--- config.mk ---
export PLATFORM = sky130hd
export DESIGN_NAME = token_bus_node_control
export DESIGN_NICKNAME = d
export VERILOG_FILES = /design/src/design/token_node_pkg.sv /design/src/design/token_bus_node_control.sv
export SDC_FILE = /design/constraint.sdc
export NUM_CORES = 1
export LEC_CHECK = 0
export BUFFER_PORTS_ARGS = -buffer_cell sky130_fd_sc_hd__buf_2
export CORE_ASPECT_RATIO = 0.9
export CORE_UTILIZATION = 45
export CTS_BUF_LIST = sky130_fd_sc_hd__clkbuf_8
export CTS_CLUSTER_SIZE = 40
export DETAILED_ROUTE_END_ITERATION = 8
export GPL_TIMING_DRIVEN = 0
export PLACE_DENSITY = 0.68
export SLEW_MARGIN = 20
export SYNTH_ARGS = -nofsm -noshare
export SYNTH_HDL_FRONTEND = slang
export SYNTH_SLANG_ARGS = --single-unit
--- constraint.sdc ---
create_clock -name aclk -period 3.6 [get_ports aclk]
set_input_delay 1.08 -clock aclk [delete_from_list [all_inputs] [get_ports aclk]]
set_output_delay 1.08 -clock aclk [all_outputs]
set_load 0.02 [all_outputs]
--- src/design/token_node_pkg.sv ---
/*
 Package for the token bus node controller: register offsets, reset values, encodings and carrier types.
 Assumes a single 250 MHz clock domain and an AXI4-Lite master with 32-bit data.
*/
`default_nettype none
package token_node_pkg;
   localparam logic [7:0] ADDR_CTRL = 8'h00;
   localparam logic [7:0] ADDR_STATUS = 8'h04;
   localparam logic [7:0] ADDR_PARAM = 8'h08;
   localparam logic [7:0] ADDR_ACTIVE_LO = 8'h0C;
   localparam logic [7:0] ADDR_ACTIVE_HI = 8'h10;
   localparam logic [7:0] ADDR_LINKSET = 8'h14;
   localparam logic [5:0] NODE_MIN = 6'h01;
   localparam logic [5:0] NODE_MAX = 6'h3E;
   localparam logic [7:0] AUX_LINK_WORD = 8'h07;
   localparam logic [7:0] CYCLE_TIME_RST = 8'h00;
   localparam logic [7:0] POLLED_RST = 8'h04;
   localparam logic [7:0] FRAMES_RST = 8'h0A;
   localparam logic [7:0] MAXNODE_RST = 8'h3E;
   localparam logic [31:0] CTRL_RST = 32'h0000_0000;
   localparam logic [31:0] LINKSET_RST = 32'h0000_0000;
   localparam logic [1:0] RESP_OKAY = 2'h0;
   localparam logic [1:0] RESP_SLVERR = 2'h2;
   localparam int MASTER_TIMEOUT_NS = 4000;
   localparam int CLK_PERIOD_NS = 4;
   localparam int MASTER_TIMEOUT_CYC = (MASTER_TIMEOUT_NS + CLK_PERIOD_NS - 1) / CLK_PERIOD_NS;

   typedef enum logic [1:0] {MODE_PROGRAM, MODE_MONITOR, MODE_RUN} host_mode_t;
   typedef enum logic [1:0] {ATT_NONE, ATT_CPU_HOSTLINK, ATT_BACKPLANE_LINK} attach_t;
   typedef enum logic [2:0] {ST_IDLE, ST_HOLD, ST_SEND, ST_WAIT, ST_POLL, ST_BCAST} node_state_t;

   typedef struct packed {
      logic [7:0] cycle_time;
      logic [7:0] polled_units;
      logic [7:0] max_frames;
      logic [7:0] max_node;
   } net_param_t;

   // Frame exchanged with the bus transceiver
   typedef struct packed {
      logic token;
      logic data;
      logic poll;
      logic membership;
      logic params;
      logic [5:0] dest;
   } frame_kind_t;

   typedef struct packed {
      logic [3:0] tens;
      logic [3:0] ones;
      logic level_sw;
      logic mode_sw;
      logic console;
      host_mode_t console_mode;
      attach_t attached;
      logic other_sw;
   } straps_t;
endpackage : token_node_pkg
`default_nettype wire

--- src/design/token_bus_node_control.sv ---
/*
 Token bus node controller: token passing, master election and failover, token and polling cycles,
 parameter distribution, node number check, operating level and start-up mode selection, AXI4-Lite registers.
 Assumes a transceiver that moves frames and reports received ones as one-cycle pulses on aclk.
*/
// Register access over AXI4-Lite and the register offsets were left to the implementer.
`default_nettype none
module token_bus_node_control #(
   parameter int TIMEOUT_CYC = token_node_pkg::MASTER_TIMEOUT_CYC
) (
   input wire logic aclk,
   input wire logic aresetn,
   input wire logic [7:0] s_axi_awaddr,
   input wire logic s_axi_awvalid,
   output logic s_axi_awready,
   input wire logic [31:0] s_axi_wdata,
   input wire logic [3:0] s_axi_wstrb,
   input wire logic s_axi_wvalid,
   output logic s_axi_wready,
   output logic [1:0] s_axi_bresp,
   output logic s_axi_bvalid,
   input wire logic s_axi_bready,
   input wire logic [7:0] s_axi_araddr,
   input wire logic s_axi_arvalid,
   output logic s_axi_arready,
   output logic [31:0] s_axi_rdata,
   output logic [1:0] s_axi_rresp,
   output logic s_axi_rvalid,
   input wire logic s_axi_rready,
   input wire token_node_pkg::straps_t straps_pin,
   input wire logic rx_valid,
   input wire token_node_pkg::frame_kind_t rx_kind,
   input wire logic [5:0] rx_src,
   input wire logic [63:0] rx_members,
   input wire token_node_pkg::net_param_t rx_param,
   input wire logic tx_done,
   output logic tx_valid,
   output token_node_pkg::frame_kind_t tx_kind,
   output logic [63:0] tx_members,
   output token_node_pkg::net_param_t tx_param,
   output logic comm_error_indicator,
   output logic op_level,
   output token_node_pkg::host_mode_t startup_mode,
   output logic link_running
);
   typedef struct packed {
      token_node_pkg::straps_t sync1;
      token_node_pkg::straps_t sync2;
      token_node_pkg::node_state_t st;
      logic [5:0] my_node;
      logic num_err;
      logic lvl;
      token_node_pkg::host_mode_t mode;
      logic [63:0] active;
      logic [5:0] poll_ix;
      logic is_master;
      logic [31:0] tmo;
      token_node_pkg::net_param_t param;
      logic [31:0] ctrl;
      logic [31:0] linkset;
      logic link_run;
      logic tx_v;
      token_node_pkg::frame_kind_t tx_k;
      logic [7:0] sent;
      logic aw_got;
      logic [7:0] aw_addr;
      logic w_got;
      logic [31:0] w_data;
      logic [3:0] w_strb;
      logic bvalid;
      logic [1:0] bresp;
      logic arready;
      logic rvalid;
      logic [31:0] rdata;
      logic [1:0] rresp;
   } state_t;

   state_t r;
   state_t next_r;

   // Lowest active node number above a given one and not above maxn, or 7'h7F if there is none
   function automatic logic [6:0] next_above(input logic [63:0] act, input logic [5:0] from,
                                             input logic [7:0] maxn);
      logic [6:0] res;
      res = 7'h7F;
      for (int i = 63; i >= 1; i--) begin
         if (act[i] && (6'(i) > from) && (8'(i) <= maxn)) begin
            res = 7'(i);
         end
      end
      return res;
   endfunction : next_above

   logic [6:0] succ;
   logic [6:0] lowest;
   logic [7:0] node_bcd;
   logic [31:0] wmask;
   logic queued;

   always_comb begin
      node_bcd = 8'(r.sync2.tens) * 8'h0A + 8'(r.sync2.ones);
      succ = next_above(r.active, r.my_node, r.param.max_node);
      lowest = next_above(r.active, 6'h00, r.param.max_node);
      wmask = {{8{r.w_strb[3]}}, {8{r.w_strb[2]}}, {8{r.w_strb[1]}}, {8{r.w_strb[0]}}};
      queued = r.ctrl[1] && r.link_run;
   end

   always_comb begin
      next_r = r;
      next_r.sync1 = straps_pin;
      next_r.sync2 = r.sync1;
      next_r.my_node = node_bcd[5:0];
      next_r.num_err = (node_bcd < 8'(token_node_pkg::NODE_MIN)) || (node_bcd > 8'(token_node_pkg::NODE_MAX));
      next_r.lvl = !r.sync2.level_sw;
      // Start-up mode selection
      if (r.sync2.console) begin
         next_r.mode = r.sync2.console_mode;
      end else if (r.sync2.attached == token_node_pkg::ATT_BACKPLANE_LINK) begin
         next_r.mode = (r.sync2.mode_sw || r.sync2.other_sw) ? token_node_pkg::MODE_MONITOR
                                                              : token_node_pkg::MODE_RUN;
      end else if (r.sync2.attached == token_node_pkg::ATT_CPU_HOSTLINK && !r.sync2.mode_sw) begin
         next_r.mode = r.sync2.other_sw ? token_node_pkg::MODE_RUN : token_node_pkg::MODE_PROGRAM;
      end else begin
         next_r.mode = r.sync2.mode_sw ? token_node_pkg::MODE_MONITOR : token_node_pkg::MODE_RUN;
      end
      next_r.active[r.my_node] = !r.num_err;
      next_r.is_master = !r.num_err && (lowest[5:0] == r.my_node);
      next_r.tx_v = r.tx_v && !tx_done;
      // Received frames
      if (rx_valid) begin
         next_r.tmo = 32'h0;
         if (rx_kind.membership) begin
            next_r.active = rx_members;
         end
         if (rx_kind.params && (!r.is_master || rx_src < r.my_node)) begin
            next_r.param = rx_param;
         end
      end else if (tx_done) begin
         // Own frames count as bus traffic, not silence
         next_r.tmo = 32'h0;
      end else if (r.tmo < 32'(TIMEOUT_CYC)) begin
         next_r.tmo = r.tmo + 32'h1;
      end else if (!r.is_master) begin
         next_r.tmo = 32'h0;
         next_r.active[lowest[5:0]] = (lowest[5:0] == r.my_node);
      end
      case (r.st)
         token_node_pkg::ST_IDLE: begin
            if (!r.num_err) begin
               if (r.is_master && r.tmo == 32'(TIMEOUT_CYC)) begin
                  // Silence after an issued token closes the token cycle
                  next_r.st = (r.sent != 8'h0) ? token_node_pkg::ST_POLL : token_node_pkg::ST_HOLD;
               end else if (rx_valid && rx_kind.token && rx_kind.dest == r.my_node) begin
                  next_r.st = (r.is_master && r.sent != 8'h0) ? token_node_pkg::ST_POLL
                                                                : token_node_pkg::ST_HOLD;
               end
            end
         end
         token_node_pkg::ST_HOLD: begin
            if (!r.tx_v) begin
               next_r.tx_v = 1'b1;
               next_r.tx_k = '0;
               if (queued && r.sent < r.param.max_frames) begin
                  next_r.tx_k.data = 1'b1;
                  next_r.sent = r.sent + 8'h1;
                  next_r.st = token_node_pkg::ST_SEND;
               end else begin
                  next_r.tx_k.token = 1'b1;
                  next_r.tx_k.dest = (succ == 7'h7F) ? lowest[5:0] : succ[5:0];
                  if (!r.is_master) begin
                     next_r.sent = 8'h0;
                  end else if (r.sent == 8'h0) begin
                     next_r.sent = 8'h1;
                  end
                  next_r.st = token_node_pkg::ST_WAIT;
               end
            end
         end
         token_node_pkg::ST_SEND: begin
            if (!r.tx_v) begin
               next_r.st = token_node_pkg::ST_HOLD;
            end
         end
         token_node_pkg::ST_WAIT: begin
            if (!r.tx_v) begin
               next_r.st = token_node_pkg::ST_IDLE;
               next_r.poll_ix = 6'h01;
            end
         end
         token_node_pkg::ST_POLL: begin
            if (!r.tx_v) begin
               if (8'(r.poll_ix) > r.param.max_node) begin
                  next_r.st = token_node_pkg::ST_BCAST;
               end else begin
                  next_r.tx_v = 1'b1;
                  next_r.tx_k = '0;
                  next_r.tx_k.poll = 1'b1;
                  next_r.tx_k.dest = r.poll_ix;
                  next_r.poll_ix = r.poll_ix + 6'h1;
               end
            end
         end
         token_node_pkg::ST_BCAST: begin
            if (!r.tx_v) begin
               next_r.tx_v = 1'b1;
               next_r.tx_k = '0;
               next_r.tx_k.membership = 1'b1;
               next_r.tx_k.params = 1'b1;
               next_r.sent = 8'h0;
               next_r.st = token_node_pkg::ST_HOLD;
            end
         end
         default: begin
            next_r.st = token_node_pkg::ST_IDLE;
         end
      endcase
      // Link start from CTRL bits 0 and 2 or a received parameter frame with nonzero cycle_time; stop from CTRL bit 2 alone
      if (r.ctrl[0] && r.ctrl[2]) begin
         next_r.link_run = 1'b1;
      end else if (r.ctrl[2]) begin
         next_r.link_run = 1'b0;
      end else if (rx_valid && rx_kind.params) begin
         next_r.link_run = rx_param.cycle_time != 8'h00 || r.link_run;
      end
      // AXI4-Lite write
      if (s_axi_awvalid && !r.aw_got) begin
         next_r.aw_got = 1'b1;
         next_r.aw_addr = s_axi_awaddr;
      end
      if (s_axi_wvalid && !r.w_got) begin
         next_r.w_got = 1'b1;
         next_r.w_data = s_axi_wdata;
         next_r.w_strb = s_axi_wstrb;
      end
      if (r.aw_got && r.w_got && !r.bvalid) begin
         next_r.aw_got = 1'b0;
         next_r.w_got = 1'b0;
         next_r.bvalid = 1'b1;
         next_r.bresp = token_node_pkg::RESP_OKAY;
         if (r.aw_addr == token_node_pkg::ADDR_CTRL) begin
            next_r.ctrl = (r.ctrl & ~wmask) | (r.w_data & wmask);
         end else if (r.aw_addr == token_node_pkg::ADDR_PARAM) begin
            if (r.is_master) begin
               next_r.param = (r.param & ~wmask) | (r.w_data & wmask);
            end
         end else if (r.aw_addr == token_node_pkg::ADDR_LINKSET) begin
            next_r.linkset = (r.linkset & ~wmask) | (r.w_data & wmask);
         end else if (r.aw_addr == token_node_pkg::ADDR_STATUS || r.aw_addr == token_node_pkg::ADDR_ACTIVE_LO
                      || r.aw_addr == token_node_pkg::ADDR_ACTIVE_HI) begin
            next_r.bresp = token_node_pkg::RESP_OKAY;
         end else begin
            next_r.bresp = token_node_pkg::RESP_SLVERR;
         end
      end
      if (r.bvalid && s_axi_bready) begin
         next_r.bvalid = 1'b0;
      end
      // AXI4-Lite read
      next_r.arready = !r.rvalid && !r.arready;
      if (s_axi_arvalid && r.arready) begin
         next_r.arready = 1'b0;
         next_r.rvalid = 1'b1;
         next_r.rresp = token_node_pkg::RESP_OKAY;
         if (s_axi_araddr == token_node_pkg::ADDR_CTRL) begin
            next_r.rdata = r.ctrl;
         end else if (s_axi_araddr == token_node_pkg::ADDR_STATUS) begin
            next_r.rdata = {15'h0, r.st, 2'(r.mode), r.link_run, r.is_master, r.lvl, r.num_err, 2'h0, r.my_node};
         end else if (s_axi_araddr == token_node_pkg::ADDR_PARAM) begin
            next_r.rdata = r.param;
         end else if (s_axi_araddr == token_node_pkg::ADDR_ACTIVE_LO) begin
            next_r.rdata = r.active[31:0];
         end else if (s_axi_araddr == token_node_pkg::ADDR_ACTIVE_HI) begin
            next_r.rdata = r.active[63:32];
         end else if (s_axi_araddr == token_node_pkg::ADDR_LINKSET) begin
            next_r.rdata = r.ctrl[3] ? r.linkset : {24'h0, token_node_pkg::AUX_LINK_WORD};
         end else begin
            next_r.rdata = 32'h0;
            next_r.rresp = token_node_pkg::RESP_SLVERR;
         end
      end
      if (r.rvalid && s_axi_rready) begin
         next_r.rvalid = 1'b0;
      end
   end

   always_ff @(posedge aclk) begin
      if (!aresetn) begin
         r <= '0;
         r.st <= token_node_pkg::ST_IDLE;
         r.mode <= token_node_pkg::MODE_RUN;
         r.param <= {token_node_pkg::CYCLE_TIME_RST, token_node_pkg::POLLED_RST,
                     token_node_pkg::FRAMES_RST, token_node_pkg::MAXNODE_RST};
         r.ctrl <= token_node_pkg::CTRL_RST;
         r.linkset <= token_node_pkg::LINKSET_RST;
         r.num_err <= 1'b1;
      end else begin
         r <= next_r;
      end
   end

   assign s_axi_awready = !r.aw_got;
   assign s_axi_wready = !r.w_got;
   assign s_axi_bvalid = r.bvalid;
   assign s_axi_bresp = r.bresp;
   assign s_axi_arready = r.arready;
   assign s_axi_rvalid = r.rvalid;
   assign s_axi_rdata = r.rdata;
   assign s_axi_rresp = r.rresp;
   assign tx_valid = r.tx_v;
   assign tx_kind = r.tx_k;
   assign tx_members = r.active;
   assign tx_param = r.param;
   assign comm_error_indicator = r.num_err;
   assign op_level = r.lvl;
   assign startup_mode = r.mode;
   assign link_running = r.link_run;
endmodule : token_bus_node_control
`default_nettype wire

==> results.ini <==
[sta]
relSlewSlack_pct = 16.8
timing.final.hold_violations = 0
timing.final.setup_violations = 70
finalMaxSlewViolations = 0
rsz0062_at_grt = true
finalCriticalPeriod_ns = 4.04
timing.clock.skew_ns = 0.0655
layout_worst_path_cycle_share_pct = 112
timing_worst_slew_pin_value_ns = 1.25
achievable-frequency_ghz = 0.248
worst_slack_ns = -0.435
worst_hold_slack_ns = 0.432

[worst_setup_path]
cp_common_cell = buf_8
cp_data_arrival_time_ns = 4.68
cpLargestDelayFamily = compound AO/OA/AOI/OAI gates
critPathMaxFanout = 8
critical_path_depth = 15
worstSetupStartpointType = flop
path_buf_inv = 5
worst_setup_path_end_kind = flop
type_of_the_worst_setup_path = flop to flop
worstPathRequired_ns = 4.25
critical-path-slowest-cell = or4b_4
capture_point_of_the_worst_reg_to_reg_path = tx_members[47]
worstRegToRegCells = 15
ff2ff_setup_slack_ns = -0.44
crit_path_max_incr_delay_ns = 0.54
worstPathCellList = buf_8, or4b_4, buf_8, o311a_4, a311oi_4, buf_6, nand2_2, a311o_2, a21oi_4, mux2i_4, or3_4, buf_12, clkbuf_16, nor4_2, o311a_1

[route]
first_pass_iters = 9
drcViolationCount = 16
wl_met1_mm = 49.1
vias = 29100
drt-wirelength-per-cell_um = 30.3
vias_per_cell = 6.72
detailedRoute.firstIterationViolations = 4123
met3WireLength_mm = 17.7
ant_nets = 0
route.top_layer_used = met5
met2_length_mm = 53.1
routed_wire_length_mm = 131

[floorplan]
floorplan.initialDensity_pct = 46.1
num_rows = 77
die_w_um = 240
core-area_um2 = 49600
dieArea_um2 = 51700
ios = 344
fp.dieH_um = 216

[clocking]
cts-htree-levels = 2
cts_made_buffers = 58
root_buffer = clkbuf_8
cts_max_path_buffers = 3
worstSkewPairLatency_ns = 0.72
cts-hold-fix-buffers = 0
clock_sinks = 347
clk_transition_reported_paths_ns = 0.06
tritoncts = yes

[yosys]
ys_warn_count = 0
synth-main-ff-cell = dfxtp_1
synth-edff-count = 0
synth.cell_area_um2 = 22900
post_synthesis_average_cell_area_um2 = 7.47
unique_cell_type_count_in_the_yosys_netlist = 107
syn_inst = 3060
synth_area_leader_cell = dfxtp_1
yosys_register_bits = 347
synth-async-reset-ratio_pct = 0
synth_top_area_share_pct = 30.4
synth_seq_area_share_pct = 30.4
synth.area.top_cells = dfxtp_1 (30%), nand2_1 (6.5%), a21oi_1 (5.8%)

[status]
failed_checks = design-rule violations, negative setup slack
run_status = complete, but fails checks

[power_and_ir_drop]
seqPwrFrac_pct = 34.5
p_sw_share_pct = 39.6
share_comb_of_total_power_pct = 37.4
cell_pwr_density_nw_per_um2 = 415
p_leak_uw = 0.0124
vdd_drop_max_mv = 0.467
intPower_uw = 7710
power.share.clock_pct = 28.1
switching_power_uw = 5050
finalPower_uw = 12800

[layout]
num-nets-final = 3846
area_growth_pct = 34.6
layout-drive-gt1-share_pct = 31.3
finalCoreUtilization_pct = 62.0
layout.area.seq_um2 = 6960
multi_input_comb_area_um2 = 15800
num-fill-cells = 4390

[placed_design]
post-dp-hpwl_mm = 99.0
post_placement_setup_slack_ns = -1.67
globalplace.congestion = 1.15
buffer_ports.inserted = 336

[global_routing]
global_route_wire_length_before_repair_mm = 185
groute.usage.overall_pct = 49.0
vias_in_the_first_global_route = 27700
grt_overflow = 0
largest_net_degree_at_the_start_of_global_routing = 18
initial_antenna_violation_count = 5

[min_path]
worst_hold_path.endpoint = r[330]
timing.hold.worst_path_depth = 1
min_from = next_r[330]
hold_path_class = flop to flop

[job]
maxCapViolCount = 0

worst max path at each step:
stage	start	endpoint	slack, ns
2_1_floorplan	flop	tx_members[46]	0.001
3_3_place_gp	r[314]	tx_kind[5]	-2.21
3_5_place_dp	flop	tx_members[25]	-1.67
4_1_cts	flop	tx_members[25]	-0.35
5_1_grt	flop	tx_members[33]	-0.50
6_report	flop	tx_members[47]	-0.44
timing repair:
item                                    CTS  global route
gates cloned                              9             1
endpoints found under the setup margin  119           119
setup buffers                           128            37
pin swaps                               106            86
resized for setup                       481           129
metal layers:
layer / global-route usage [%] / vias up
met1: 61.0 / 13700
li1: - / 12300
met4: 35.8 / 4
met3: 15.8 / 670
met2: 70.4 / 2488
met5: 0 / -
cell families (layout without fill, tap and decap cells):
family | Yosys count | count (layout) | synth area share, %
AO/OA/AOI/OAI | 959 | 959 | 28.7
multiplexers | 65 | 65 | 2.91
buffers and inverters | 431 | 1030 | 9.79
other | 1 | 7 | 0.0164
adder cells (fa/ha/maj) | 32 | 32 | 1.82
flip-flops | 347 | 347 | 30.4
XOR/XNOR | 21 | 21 | 0.838
AND/OR/NAND/NOR | 1204 | 1204 | 25.5
cells in the final DEF (no fill, tap or decap), types with 28 or more instances in the layout:
| master | n |
|---|---|
| inv_1 | 67 |
| clkbuf_8 | 79 |
| o221ai_1 | 31 |
| nand4_1 | 31 |
| buf_6 | 35 |
| ha_1 | 30 |
| nor4_4 | 28 |
| nand2_1 | 380 |
| o311a_1 | 31 |
| dfxtp_1 | 339 |
| o21ai_0 | 141 |
| and2_1 | 80 |
| clkbuf_1 | 127 |
| a31oi_1 | 38 |
| nand3_1 | 134 |
| nor3_1 | 32 |
| buf_2 | 345 |
| nor2_1 | 263 |
| buf_4 | 287 |
| mux2i_1 | 53 |
| a221oi_1 | 33 |
| o211ai_1 | 57 |
| a21oi_1 | 250 |
power groups by stage:
stage / registers [uW] / clock network, uW / logic [uW]
floorplan: 4220 / 0 / 2060
global placement: 4420 / 0 / 3220
finish: 4400 / 3590 / 4770
CTS: 4350 / 3570 / 4290
detailed placement: 4420 / 0 / 3240
global route: 4380 / 3740 / 4880
metrics by stage:
step / area [um^2] / setup TNS [ns] / cells
after global routing: 30700 / -26.37 / 4331
after global placement: 25500 / -131.72 / 4068
final: 30800 / -23.48 / 4336
after detailed placement: 25500 / -123.14 / 4072
after floorplan: 22900 / 0 / 3061
after CTS: 30000 / -18.25 / 4299
Yosys cell counts (all sizes together), types with 14 or more instances:
| library cell | n |
|---|---|
| nand2 | 393 |
| dfxtp | 347 |
| nor2 | 281 |
| a21oi | 270 |
| buf | 201 |
| clkbuf | 177 |
| o21ai | 173 |
| nand3 | 152 |
| and2 | 82 |
| o211ai | 59 |
| mux2i | 54 |
| nor4 | 53 |
| inv | 52 |
| a31oi | 44 |
| nor3 | 44 |
| a221oi | 42 |
| and3 | 34 |
| o221ai | 34 |
| a211oi | 33 |
| o311a | 33 |
| nand4 | 32 |
| ha | 30 |
| o31ai | 27 |
| a21o | 24 |
| o21a | 24 |
| o22ai | 21 |
| or3 | 19 |
| or2 | 16 |
| a211o | 15 |
| nand2b | 15 |
| a22oi | 14 |
| nor2b | 14 |
worst register-to-register path: cells and delay by family, from the launching register on:
kind,cells,cell delay (ns)
AOI/OAI and AO/OA,5,1.46
and+or+nand+nor,4,1.29
muxes,1,0.12
DFF,1,0.34
buffers and inverters,5,0.79
cell type report:
cell class                 instances  share of cell area (%)
inverter                          53                   0.659
clock buffer                      71                    3.18
buffer                           370                    7.78
tap                              671                    2.73
timing repair buffer             511                    10.9
clock inverter                    25                   0.496
antenna                            5                  0.0407
sequential                       347                    22.6
multi-input combinational       2283                    51.5
Note: power is estimated with default switching activity, not from simulation.
